==> config.mk <==
export PLATFORM = sky130hd
export DESIGN_NAME = crf_core
export DESIGN_NICKNAME = d
export VERILOG_FILES = /design/src/logic/crf_core.v /design/src/logic/crf_gpr_mem.v
export VERILOG_INCLUDE_DIRS = /design/src /design/src/logic
export SDC_FILE = /design/constraint.sdc
export NUM_CORES = 1
export LEC_CHECK = 0
export BUFFER_PORTS_ARGS = -buffer_cell sky130_fd_sc_hd__clkbuf_2
export CAP_MARGIN = 20
export CORE_MARGIN = 1.5
export CORE_UTILIZATION = 55
export DETAILED_ROUTE_END_ITERATION = 16
export HOLD_SLACK_MARGIN = 0.15
export PLACE_DENSITY = 0.78
export RECOVER_POWER = 50
export SLEW_MARGIN = 20
export SYNTH_ARGS = -nofsm -noshare
export SYNTH_HDL_FRONTEND = slang
export SYNTH_HIERARCHICAL = 1
export SYNTH_SLANG_ARGS = --single-unit
==> constraint.sdc <==
create_clock -name i_clk -period 4.1 [get_ports i_clk]
set_input_delay 1.23 -clock i_clk [delete_from_list [all_inputs] [get_ports i_clk]]
set_output_delay 1.23 -clock i_clk [all_outputs]
set_load 0.005 [all_outputs]
==> src/logic/crf_defines.vh <==
// Constants for the CPU register file and condition flags
// Summary of operation
// - Sixteen byte registers, also paired as eight word registers.
// - Data access whole word or either byte; address access always whole word.
// - Eighth word register is the stack pointer, used implicitly by hardware.
// - Program counter is 16 bits; its lowest bit always reads zero.
// - Flag bit 7 masks interrupts; set at exception start; software writable.
// - Bits 6 and 4 are user bits, reached only by control-register instructions.
// - Half-carry from bit 3 on byte add, addx, sub, subx, compare, negate.
// - Half-carry from bit 11 on word add, subtract, compare.
// - Decimal adjust reads the half-carry flag.
// - Negative flag copies the result sign bit.
// - Zero flag set when result is zero.
// - Overflow flag set on arithmetic overflow.
// - Carry records add carry, subtract borrow, shifted-out bit.
// - Bit instructions use carry as a one-bit accumulator.
// - Branch conditions come from N, Z, V, C; some ops keep flags.
// - Reset loads program counter from vector word at zero, sets mask.
// - Single-bit operations select bit 0 to 7 of a byte.
// - Decimal adjust treats each nibble as one decimal digit.
// - Word accesses force address bit 0 to zero.
// - Flag push writes two copies; restore ignores low byte.
`ifndef CRF_DEFINES_VH
`define CRF_DEFINES_VH
`define CRF_FLAG_MASK 7
`define CRF_FLAG_U6 6
`define CRF_FLAG_H 5
`define CRF_FLAG_U4 4
`define CRF_FLAG_N 3
`define CRF_FLAG_Z 2
`define CRF_FLAG_V 1
`define CRF_FLAG_C 0
`define CRF_SP_INDEX 3'h7
`define CRF_RESET_VECTOR 16'h0000
`define CRF_RESET_FLAGS 8'h80
// Operation codes
`define CRF_OP_NONE 5'h00
`define CRF_OP_ADD 5'h01
`define CRF_OP_ADDX 5'h02
`define CRF_OP_SUB 5'h03
`define CRF_OP_SUBX 5'h04
`define CRF_OP_CMP 5'h05
`define CRF_OP_NEG 5'h06
`define CRF_OP_AND 5'h07
`define CRF_OP_OR 5'h08
`define CRF_OP_XOR 5'h09
`define CRF_OP_MOV 5'h0a
`define CRF_OP_SHL 5'h0b
`define CRF_OP_SHR 5'h0c
`define CRF_OP_DAA 5'h0d
`define CRF_OP_DAS 5'h0e
`define CRF_OP_BLD 5'h0f
`define CRF_OP_BAND 5'h10
`define CRF_OP_BOR 5'h11
`define CRF_OP_BXOR 5'h12
`define CRF_OP_BST 5'h13
`define CRF_OP_BSET 5'h14
`define CRF_OP_BCLR 5'h15
`define CRF_OP_BNOT 5'h16
`define CRF_OP_LOAD_CTRL 5'h17
`define CRF_OP_AND_CTRL 5'h18
`define CRF_OP_OR_CTRL 5'h19
`define CRF_OP_XOR_CTRL 5'h1a
`define CRF_OP_POPC 5'h1b
`define CRF_OP_SPADJ 5'h1c
`define CRF_OP_BTST 5'h1d
`define CRF_OP_ADDS 5'h1e
// Controller states
`define CRF_ST_VEC 2'h0
`define CRF_ST_RUN 2'h1
`endif

==> src/logic/crf_core.v <==
// CPU architectural state: general registers, program counter and condition flags
`timescale 1ns/100ps
`include "crf_defines.vh"
module crf_core (
   input wire i_clk,
   input wire i_rstn,
   input wire i_op_valid,
   input wire [4:0] i_op,
   input wire i_word,
   input wire [1:0] i_dst_sel,
   input wire [2:0] i_dst,
   input wire [1:0] i_src_sel,
   input wire [2:0] i_src,
   input wire [15:0] i_imm,
   input wire [2:0] i_bit_idx,
   input wire i_bit_inv,
   input wire i_keep_flags,
   input wire i_exc_start,
   input wire i_pc_load,
   input wire [15:0] i_pc_value,
   input wire i_pc_step,
   input wire [15:0] i_vec_data,
   input wire [15:0] i_addr_in,
   input wire [2:0] i_rd_reg,
   input wire [3:0] i_cond,
   output reg o_vec_req,
   output reg [15:0] o_program_counter,
   output reg [7:0] o_condition_flags,
   output reg [15:0] o_flags_push_word,
   output reg [15:0] o_stack_pointer,
   output reg [15:0] o_word_addr,
   output reg [15:0] o_rd_word,
   output reg o_cond_true,
   output reg o_irq_masked,
   output reg o_ready
);
   // Operand source select: register byte high, byte low, word, immediate
   localparam [1:0] SEL_HI = 2'h0;
   localparam [1:0] SEL_LO = 2'h1;
   localparam [1:0] SEL_WORD = 2'h2;
   localparam [1:0] SEL_IMM = 2'h3;
   reg rst_s1_r;
   reg rst_r;
   reg sp_sel_r;
   reg [1:0] state_r, state_nxt;
   reg [15:0] pc_r, pc_nxt;
   reg [7:0] ccr_r, ccr_nxt;
   reg we_hi, we_lo;
   reg [15:0] wdata, res;
   reg [15:0] a, b;
   reg [16:0] sum;
   reg [12:0] sum12;
   reg [4:0] sum4;
   reg cin, is_sub, arith, bitv;
   reg [7:0] dadj;
   reg flag_n, flag_z, flag_v, flag_c;
   wire [15:0] rd_a, rd_b;
   wire [2:0] raddr_b;
   // Reset release through two flops; assertion stays asynchronous
   always @(posedge i_clk or negedge i_rstn) begin
      if (!i_rstn) begin
         rst_s1_r <= 1'b0;
         rst_r <= 1'b0;
      end else begin
         rst_s1_r <= 1'b1;
         rst_r <= rst_s1_r;
      end
   end
   // Port b reads the source or, when idle, the debug read register
   assign raddr_b = i_op_valid ? i_src : i_rd_reg;
   crf_gpr_mem u_gpr (
      .i_clk(i_clk),
      .i_we_hi(we_hi),
      .i_we_lo(we_lo),
      .i_waddr(i_dst),
      .i_wdata(wdata),
      .i_raddr_a(i_dst),
      .i_raddr_b(raddr_b),
      .o_rdata_a(rd_a),
      .o_rdata_b(rd_b)
   );
   // Operands are taken from the register read ports one cycle after request
   reg op_v_r;
   reg [4:0] op_r;
   reg word_r;
   reg [1:0] dsel_r, ssel_r;
   reg [2:0] dst_r;
   reg [15:0] imm_r;
   reg [2:0] bidx_r;
   reg binv_r;
   reg keep_r;
   always @(posedge i_clk or negedge rst_r) begin
      if (!rst_r) begin
         op_v_r <= 1'b0;
         op_r <= 5'h00;
         word_r <= 1'b0;
         dsel_r <= 2'h0;
         ssel_r <= 2'h0;
         dst_r <= 3'h0;
         imm_r <= 16'h0000;
         bidx_r <= 3'h0;
         binv_r <= 1'b0;
         keep_r <= 1'b0;
         sp_sel_r <= 1'b0;
      end else begin
         op_v_r <= i_op_valid && (state_r == `CRF_ST_RUN);
         op_r <= i_op;
         word_r <= i_word;
         dsel_r <= i_dst_sel;
         ssel_r <= i_src_sel;
         dst_r <= i_dst;
         imm_r <= i_imm;
         bidx_r <= i_bit_idx;
         binv_r <= i_bit_inv;
         keep_r <= i_keep_flags;
         sp_sel_r <= !i_op_valid && (i_rd_reg == `CRF_SP_INDEX);
      end
   end
   // Hazard: write happens in the execute cycle, so read-after-write needs one idle cycle
   always @* begin
      case (dsel_r)
         SEL_HI: a = {8'h00, rd_a[15:8]};
         SEL_LO: a = {8'h00, rd_a[7:0]};
         default: a = rd_a;
      endcase
      case (ssel_r)
         SEL_HI: b = {8'h00, rd_b[15:8]};
         SEL_LO: b = {8'h00, rd_b[7:0]};
         SEL_IMM: b = imm_r;
         default: b = rd_b;
      endcase
      if (!word_r) begin
         b = {8'h00, b[7:0]};
      end
   end
   always @* begin
      ccr_nxt = ccr_r;
      pc_nxt = pc_r;
      state_nxt = state_r;
      we_hi = 1'b0;
      we_lo = 1'b0;
      wdata = 16'h0000;
      res = 16'h0000;
      sum = 17'h00000;
      sum12 = 13'h0000;
      sum4 = 5'h00;
      cin = 1'b0;
      is_sub = 1'b0;
      arith = 1'b0;
      bitv = a[bidx_r] ^ binv_r;
      dadj = 8'h00;
      flag_c = ccr_r[`CRF_FLAG_C];
      flag_v = 1'b0;
      case (state_r)
         `CRF_ST_VEC: begin
            pc_nxt = {i_vec_data[15:1], 1'b0};
            state_nxt = `CRF_ST_RUN;
         end
         default: begin
            if (i_pc_load) begin
               pc_nxt = {i_pc_value[15:1], 1'b0};
            end else if (i_pc_step) begin
               pc_nxt = pc_r + 16'h0002;
            end
         end
      endcase
      if (op_v_r) begin
         case (op_r)
            `CRF_OP_ADD, `CRF_OP_ADDX, `CRF_OP_SUB, `CRF_OP_SUBX, `CRF_OP_CMP, `CRF_OP_NEG: begin
               arith = 1'b1;
               is_sub = (op_r != `CRF_OP_ADD) && (op_r != `CRF_OP_ADDX);
               cin = ((op_r == `CRF_OP_ADDX) || (op_r == `CRF_OP_SUBX)) ? ccr_r[`CRF_FLAG_C] : 1'b0;
            end
            default: arith = 1'b0;
         endcase
      end
      if (arith) begin
         // Subtraction done as a + ~b + 1 - borrow; NEG is 0 - dst
         if (op_r == `CRF_OP_NEG) begin
            sum = {1'b0, 16'h0000} + {1'b0, ~a} + 17'h00001;
            sum12 = {1'b0, 12'h000} + {1'b0, ~a[11:0]} + 13'h0001;
            sum4 = {1'b0, 4'h0} + {1'b0, ~a[3:0]} + 5'h01;
         end else if (is_sub) begin
            sum = {1'b0, a} + {1'b0, ~b} + {16'h0000, ~cin};
            sum12 = {1'b0, a[11:0]} + {1'b0, ~b[11:0]} + {12'h000, ~cin};
            sum4 = {1'b0, a[3:0]} + {1'b0, ~b[3:0]} + {4'h0, ~cin};
         end else begin
            sum = {1'b0, a} + {1'b0, b} + {16'h0000, cin};
            sum12 = {1'b0, a[11:0]} + {1'b0, b[11:0]} + {12'h000, cin};
            sum4 = {1'b0, a[3:0]} + {1'b0, b[3:0]} + {4'h0, cin};
         end
         res = word_r ? sum[15:0] : {8'h00, sum[7:0]};
         if (word_r) begin
            ccr_nxt[`CRF_FLAG_H] = sum12[12] ^ is_sub;
            flag_c = sum[16] ^ is_sub;
            flag_v = is_sub ? ((a[15] ^ b[15]) & (a[15] ^ sum[15])) : (~(a[15] ^ b[15]) & (a[15] ^ sum[15]));
         end else begin
            ccr_nxt[`CRF_FLAG_H] = sum4[4] ^ is_sub;
            flag_c = (op_r == `CRF_OP_NEG) ? (a[7:0] != 8'h00) : (sum[8] ^ a[8] ^ b[8]);
            flag_v = (op_r == `CRF_OP_NEG) ? (a[7:0] == 8'h80) :
               (is_sub ? ((a[7] ^ b[7]) & (a[7] ^ sum[7])) : (~(a[7] ^ b[7]) & (a[7] ^ sum[7])));
         end
         if (op_r != `CRF_OP_CMP) begin
            wdata = res;
         end
      end
      flag_n = word_r ? res[15] : res[7];
      flag_z = word_r ? (res == 16'h0000) : (res[7:0] == 8'h00);
      if (op_v_r) begin
         case (op_r)
            `CRF_OP_AND, `CRF_OP_OR, `CRF_OP_XOR, `CRF_OP_MOV: begin
               res = (op_r == `CRF_OP_AND) ? (a & b) : (op_r == `CRF_OP_OR) ? (a | b) :
                  (op_r == `CRF_OP_XOR) ? (a ^ b) : b;
               wdata = res;
            end
            `CRF_OP_SHL: begin
               res = {8'h00, a[6:0], binv_r & ccr_r[`CRF_FLAG_C]};
               flag_c = a[7];
               wdata = res;
            end
            `CRF_OP_SHR: begin
               res = {8'h00, binv_r & ccr_r[`CRF_FLAG_C], a[7:1]};
               flag_c = a[0];
               wdata = res;
            end
            `CRF_OP_DAA, `CRF_OP_DAS: begin
               // Each nibble is one digit; half-carry and carry pick the correction
               if (ccr_r[`CRF_FLAG_H] || (a[3:0] > 4'h9)) begin
                  dadj[3:0] = 4'h6;
               end
               if (ccr_r[`CRF_FLAG_C] || (a[7:0] > 8'h99)) begin
                  dadj[7:4] = 4'h6;
               end
               res = (op_r == `CRF_OP_DAA) ? {8'h00, a[7:0] + dadj} : {8'h00, a[7:0] - dadj};
               flag_c = (op_r == `CRF_OP_DAA) ? (dadj[7:4] != 4'h0) : ccr_r[`CRF_FLAG_C];
               wdata = res;
            end
            `CRF_OP_BSET, `CRF_OP_BCLR, `CRF_OP_BNOT, `CRF_OP_BST: begin
               res = a;
               res[bidx_r] = (op_r == `CRF_OP_BSET) ? 1'b1 : (op_r == `CRF_OP_BCLR) ? 1'b0 :
                  (op_r == `CRF_OP_BNOT) ? ~a[bidx_r] : (ccr_r[`CRF_FLAG_C] ^ binv_r);
               wdata = res;
            end
            default: begin
            end
         endcase
         case (op_r)
            `CRF_OP_AND, `CRF_OP_OR, `CRF_OP_XOR, `CRF_OP_MOV, `CRF_OP_SHL, `CRF_OP_SHR,
            `CRF_OP_DAA, `CRF_OP_DAS: begin
               flag_n = word_r ? res[15] : res[7];
               flag_z = word_r ? (res == 16'h0000) : (res[7:0] == 8'h00);
            end
            default: begin
            end
         endcase
         // Result written to the selected lanes; address regs use word lanes
         case (op_r)
            `CRF_OP_ADD, `CRF_OP_ADDX, `CRF_OP_SUB, `CRF_OP_SUBX, `CRF_OP_NEG, `CRF_OP_AND, `CRF_OP_OR,
            `CRF_OP_XOR, `CRF_OP_MOV, `CRF_OP_SHL, `CRF_OP_SHR, `CRF_OP_DAA, `CRF_OP_DAS,
            `CRF_OP_BSET, `CRF_OP_BCLR, `CRF_OP_BNOT, `CRF_OP_BST: begin
               we_hi = (dsel_r != SEL_LO);
               we_lo = (dsel_r != SEL_HI);
               if (dsel_r == SEL_HI) begin
                  wdata = {wdata[7:0], 8'h00};
               end
            end
            `CRF_OP_SPADJ, `CRF_OP_ADDS: begin
               // Word-only arithmetic on address registers, flags untouched
               we_hi = 1'b1;
               we_lo = 1'b1;
               wdata = rd_a + imm_r;
            end
            default: begin
            end
         endcase
         // Flag write-back
         case (op_r)
            `CRF_OP_ADD, `CRF_OP_ADDX, `CRF_OP_SUB, `CRF_OP_SUBX, `CRF_OP_CMP, `CRF_OP_NEG,
            `CRF_OP_SHL, `CRF_OP_SHR, `CRF_OP_DAA, `CRF_OP_DAS: begin
               ccr_nxt[`CRF_FLAG_N] = flag_n;
               ccr_nxt[`CRF_FLAG_Z] = ((op_r == `CRF_OP_ADDX) || (op_r == `CRF_OP_SUBX)) ?
                  (flag_z & ccr_r[`CRF_FLAG_Z]) : flag_z;
               ccr_nxt[`CRF_FLAG_V] = flag_v;
               ccr_nxt[`CRF_FLAG_C] = flag_c;
            end
            `CRF_OP_AND, `CRF_OP_OR, `CRF_OP_XOR, `CRF_OP_MOV: begin
               ccr_nxt[`CRF_FLAG_N] = flag_n;
               ccr_nxt[`CRF_FLAG_Z] = flag_z;
               ccr_nxt[`CRF_FLAG_V] = 1'b0;
            end
            `CRF_OP_BLD: ccr_nxt[`CRF_FLAG_C] = bitv;
            `CRF_OP_BAND: ccr_nxt[`CRF_FLAG_C] = ccr_r[`CRF_FLAG_C] & bitv;
            `CRF_OP_BOR: ccr_nxt[`CRF_FLAG_C] = ccr_r[`CRF_FLAG_C] | bitv;
            `CRF_OP_BXOR: ccr_nxt[`CRF_FLAG_C] = ccr_r[`CRF_FLAG_C] ^ bitv;
            `CRF_OP_BTST: ccr_nxt[`CRF_FLAG_Z] = ~a[bidx_r];
            `CRF_OP_LOAD_CTRL: ccr_nxt = b[7:0];
            `CRF_OP_AND_CTRL: ccr_nxt = ccr_r & imm_r[7:0];
            `CRF_OP_OR_CTRL: ccr_nxt = ccr_r | imm_r[7:0];
            `CRF_OP_XOR_CTRL: ccr_nxt = ccr_r ^ imm_r[7:0];
            `CRF_OP_POPC: ccr_nxt = imm_r[15:8];
            default: begin
            end
         endcase
         if (keep_r && (op_r != `CRF_OP_LOAD_CTRL) && (op_r != `CRF_OP_AND_CTRL) && (op_r != `CRF_OP_OR_CTRL) &&
            (op_r != `CRF_OP_XOR_CTRL) && (op_r != `CRF_OP_POPC)) begin
            ccr_nxt = ccr_r;
         end
      end
      // Exception entry sets the mask bit over any flag write in the same cycle; other flag bits still take the op's write
      if (i_exc_start && (state_r == `CRF_ST_RUN)) begin
         ccr_nxt[`CRF_FLAG_MASK] = 1'b1;
      end
   end
   always @(posedge i_clk or negedge rst_r) begin
      if (!rst_r) begin
         state_r <= `CRF_ST_VEC;
         pc_r <= `CRF_RESET_VECTOR;
         ccr_r <= `CRF_RESET_FLAGS;
      end else begin
         state_r <= state_nxt;
         pc_r <= pc_nxt;
         ccr_r <= ccr_nxt;
      end
   end
   // Branch condition evaluation from N, Z, V, C
   reg cond;
   always @* begin
      case (i_cond[3:1])
         3'h0: cond = 1'b1;
         3'h1: cond = ~(ccr_r[`CRF_FLAG_C] | ccr_r[`CRF_FLAG_Z]);
         3'h2: cond = ~ccr_r[`CRF_FLAG_C];
         3'h3: cond = ~ccr_r[`CRF_FLAG_Z];
         3'h4: cond = ~ccr_r[`CRF_FLAG_V];
         3'h5: cond = ~ccr_r[`CRF_FLAG_N];
         3'h6: cond = ~(ccr_r[`CRF_FLAG_N] ^ ccr_r[`CRF_FLAG_V]);
         default: cond = ~(ccr_r[`CRF_FLAG_Z] | (ccr_r[`CRF_FLAG_N] ^ ccr_r[`CRF_FLAG_V]));
      endcase
      cond = cond ^ i_cond[0];
   end
   always @(posedge i_clk or negedge rst_r) begin
      if (!rst_r) begin
         o_vec_req <= 1'b1;
         o_program_counter <= 16'h0000;
         o_condition_flags <= `CRF_RESET_FLAGS;
         o_flags_push_word <= {`CRF_RESET_FLAGS, `CRF_RESET_FLAGS};
         o_stack_pointer <= 16'h0000;
         o_word_addr <= 16'h0000;
         o_rd_word <= 16'h0000;
         o_cond_true <= 1'b0;
         o_irq_masked <= 1'b1;
         o_ready <= 1'b0;
      end else begin
         o_vec_req <= (state_nxt == `CRF_ST_VEC);
         o_program_counter <= {pc_nxt[15:1], 1'b0};
         o_condition_flags <= ccr_nxt;
         o_flags_push_word <= {ccr_nxt, ccr_nxt};
         if (sp_sel_r) begin // Select delayed to match the registered read port
            o_stack_pointer <= rd_b;
         end
         o_word_addr <= {i_addr_in[15:1], 1'b0};
         o_rd_word <= rd_b;
         o_cond_true <= cond;
         o_irq_masked <= ccr_nxt[`CRF_FLAG_MASK];
         o_ready <= (state_nxt == `CRF_ST_RUN);
      end
   end
endmodule

==> src/logic/crf_gpr_mem.v <==
// Eight word general register bank with byte lanes and registered read ports
`timescale 1ns/100ps
module crf_gpr_mem (
   input wire i_clk,
   input wire i_we_hi,
   input wire i_we_lo,
   input wire [2:0] i_waddr,
   input wire [15:0] i_wdata,
   input wire [2:0] i_raddr_a,
   input wire [2:0] i_raddr_b,
   output reg [15:0] o_rdata_a,
   output reg [15:0] o_rdata_b
);
   // No reset: contents are undefined after reset, as is the stack pointer
   reg [7:0] hi_r [0:7];
   reg [7:0] lo_r [0:7];
   always @(posedge i_clk) begin
      if (i_we_hi) begin
         hi_r[i_waddr] <= i_wdata[15:8];
      end
      if (i_we_lo) begin
         lo_r[i_waddr] <= i_wdata[7:0];
      end
      o_rdata_a <= {hi_r[i_raddr_a], lo_r[i_raddr_a]};
      o_rdata_b <= {hi_r[i_raddr_b], lo_r[i_raddr_b]};
   end
endmodule
==> flow_metrics.tcl <==
set metrics [dict create \
    status "finished, violations left" \
    yosys.area.top_type "edfxtp_1" \
    slowest_delay_ps 650 \
    hold_buffers 0 \
    initial_utilization 0.5602 \
    hold_end "rst_r" \
    grt_start_max_net_pins 78 \
    htreeDepth 1 \
    place_inst 2381 \
    cp.arrival_ps 4670 \
    yosys_register_bits 270 \
    clock.fmax_mhz 230.7 \
    synth_top_area_frac 0.2169 \
    syn2layout_area_growth_pct 27.62 \
    hp-class "register to register" \
    hold_depth 0 \
    drc 0 \
    fin_crit_ps 4334 \
    synth_edf_count 128 \
    synthDistinctLibCells 95 \
    r2r_cells 20 \
    setup_viol 60 \
    cts_tree "yes" \
    num_vias 16180 \
    grt.total_usage 0.3864 \
    drtAntennaViolNets 0 \
    top_usage_layer "met2" \
    layout.nets 2229 \
    fin_area_um2 22620 \
    avgSynthCellArea_um2 10.72 \
    hpwlAfterDp_um 48030 \
    rsz0062_at_grt "true" \
    use_met3 0.07723 \
    synth_seq_area_share 0.4085 \
    fillers 2253 \
    utilization 0.7150 \
    max-cap-violations 1 \
    ys_warn_count 6 \
    fp.dieW_um 182.5 \
    coreArea_um2 31640 \
    critPathSlowestCell "o31ai_1" \
    clkSinkCount 270 \
    end_kind "register" \
    synthCells 1654 \
    start_kind "register" \
    violations "max-capacitance violations, max-slew violations, negative setup slack" \
    met2_usage 0.6287 \
    gp_congestion 1.019 \
    leakagePower_nw 9.546 \
    drtPass1Iterations 7 \
    vdd_ir_drop_max_mv 0.4618 \
    routed_wirelength_um 65460 \
    io_pins 190 \
    path_cells "buf_6, nor2_8, buf_4, o31ai_1, o21ai_2, a21oi_2, ha_1, mux2i_1, ha_1, buf_4, buf_6, xor2_2, o221a_2, buf_4, buf_6, buf_6, o221ai_2, buf_6, a22oi_2, a21oi_4" \
    insertion_delay_ps 550 \
    cts_root_buffer "clkbuf_16" \
    setup_ws_ps -233.8 \
    power.density_nw_per_um2 390.3 \
    antenna_found_initial 2 \
    die_h_um 182.5 \
    synth.area.top_cells "edfxtp_1 22%, dfrtp_1 15%, mux4_1 8.3%" \
    rr_endpoint "u_gpr/hi_r[0][5]" \
    grt_pass1_wl_um 96210 \
    grt_pass1_vias 15960 \
    grt_use_met1 0.4947 \
    tightestPinTransition_ps 3126 \
    path_clk_slew_ps 70 \
    hold_start "rst_s1_r" \
    numCtsBuffers 26 \
    period_share 1.057 \
    synthArstFlopShare 0.4074 \
    worstSetupPathType "register to register" \
    r2r_start "dsel_r[1]" \
    gr-total-overflow 0 \
    rows 65 \
    crit_required_ps 4440 \
    viasPerCell 6.590 \
    synth-main-ff-cell "edfxtp_1" \
    final_hold_viol_count 0 \
    place_area_um2 20570 \
    drt_iter0_drc 1953 \
    routedWlPerCell_um 26.66 \
    finalMaxSlewViolations 78 \
    synth_area_um2 17720 \
    dieArea_um2 33310 \
    r2r_slack_ps -230 \
    cp_max_fo 8 \
    instances_no_fill 2455 \
    clk_path_buf_depth 3 \
    slew_headroom -1.084 \
    drive_gt1_frac 0.3372 \
    fin_skew_ps 17.18 \
    port_buffers 184 \
    cpMostUsedCell "buf_6" \
]
==> flip-flops by register name, indices dropped and copies added (netlist names), 2 cells and up <==
signal,count
bidx_r,3
u_gpr/o_rdata_a,16
imm_r,16
o_flags_push_word,8
op_r,5
o_program_counter,15
ssel_r,2
dsel_r,2
o_word_addr,15
state_r,2
u_gpr/o_rdata_b,16
u_gpr/lo_r,64
o_rd_word,16
o_stack_pointer,16
u_gpr/hi_r,64
==> worst max-delay path: cells and delay by family (launching register included) <==
kind	cells	cell delay (ps)
fa+ha+maj	2	520
xor+xnor	1	180
compound gates	7	1800
simple gates	1	50
buf+inv	8	1060
mux	1	160
flops	1	370
==> area by class of cell <==
class,instances,area (um2),share of cell area
multi-input combinational,1185,10470,0.4629
clock buffer,28,668.1,0.02954
antenna,1,2.502,0.0001106
tap,402,503.0,0.02224
inverter,86,334.1,0.01477
clock inverter,20,349.1,0.01543
timing repair buffer,463,3049,0.1348
sequential,270,7242,0.3202
==> layout by cell type, fill, tap and decap left out, types with 9 or more instances in the layout <==
cell type	synthesis	layout
a221oi_1	13	12
buf_4	19	250
o21ai_0	75	58
mux2i_1	24	23
a22oi_1	16	11
ha_1	93	84
a21o_1	20	18
a31oi_1	16	9
a21oi_2	0	11
a21oi_1	102	88
clkbuf_16	0	26
dfxtp_1	32	32
nor2_1	119	110
edfxtp_1	128	128
bufinv_16	0	9
mux4_1	56	56
clkbuf_1	63	55
o211ai_1	13	13
xnor2_1	44	39
and3_1	17	17
inv_1	84	77
mux4_2	14	14
clkbuf_2	2	137
buf_6	10	11
dfrtp_1	108	106
o22ai_1	26	23
nand2_1	119	118
nand3_1	36	36
a211oi_1	27	19
xor2_1	22	21
nor3_1	36	32
or3_1	13	11
and2_1	13	9
o21ai_1	0	10
nor2b_1	23	17
mux2_2	57	54
nand2b_1	25	23
==> metal layers <==
layer | routed length (um) | up-vias
met5 | 13 | -
met4 | 3625 | 2
met3 | 7053 | 249
met2 | 30320 | 1073
met1 | 24450 | 7901
li1 | - | 6953
==> metrics by stage <==
step / total power, W / worst slack [ps] / hold slack [ps] / setup TNS [ps]
3_3_place_gp: 0.005587 / -488.1 / 337.8 / -34990
4_1_cts: 0.008649 / -361.0 / 352.4 / -6780
5_1_grt: 0.009130 / -481.1 / 369.3 / -19600
2_1_floorplan: 0.004610 / -78.94 / 331.2 / -113.8
6_report: 0.008829 / -233.8 / 353.6 / -8682
3_5_place_dp: 0.005644 / -517.0 / 341.0 / -39410
==> power by group <==
group,internal (W),leakage (nW),switching (W)
logic,0.00127,6.32,0.00149
registers,0.00304,2.73,0.000214
clock network,0.00175,0.495,0.00107
total,0.00606,9.55,0.00277
==> synth_stat cells (6+ instances only) <==
cell type	n
and3_1	17
o21ai_0	75
nor3_1	36
buf_1	10
dfrtp_1	108
buf_6	10
ha_1	93
mux2i_1	24
a211oi_1	27
a221oi_1	13
mux4_1	56
nand2_1	119
xnor2_1	44
nand4_1	8
mux2_2	57
xor2_1	22
nor2_1	119
fa_1	6
o221ai_1	7
a31oi_1	16
clkbuf_1	63
edfxtp_1	128
or3_1	13
or2_2	7
o22ai_1	26
o21bai_1	8
nand3_1	36
nor4_1	6
nor2b_1	23
a22oi_1	16
mux4_2	14
a21oi_1	102
o31ai_1	10
nand2b_1	25
buf_4	19
buf_2	11
o211ai_1	13
o21a_1	12
dfxtp_1	32
a21o_1	20
o31a_1	6
inv_1	84
and2_1	13
==> cell families (layout without fill, tap and decap cells) <==
family	Yosys count	after routing	share of synthesized area
and+or+nand+nor	450	450	0.1247
AOI/OAI and AO/OA	413	413	0.1569
DFF	270	270	0.4085
buffers and inverters	201	597	0.05203
muxes	152	152	0.1519
adders and majority gates	100	100	0.07300
xor gates and xnor gates	66	66	0.03262
other	2	5	0.0004237
==> worst max path at each step <==
stage	start	end	slack, ps
4_1_cts	dsel_r[1]	o_flags_push_word[10]	-360
5_1_grt	dsel_r[1]	o_flags_push_word[10]	-480
3_5_place_dp	dsel_r[0]	o_flags_push_word[11]	-520
3_3_place_gp	dsel_r[0]	o_flags_push_word[11]	-490
6_report	dsel_r[1]	u_gpr/hi_r[0][5]	-230
2_1_floorplan	dsel_r[1]	o_flags_push_word[10]	-80
==> repair_timing <==
action,CTS,global route
pin swaps,45,43
gates cloned,1,0
setup endpoints to repair,117,117
buffers inserted,21,12
resized for setup,121,82
No activity file was read; power rests on OpenSTA's default activity.
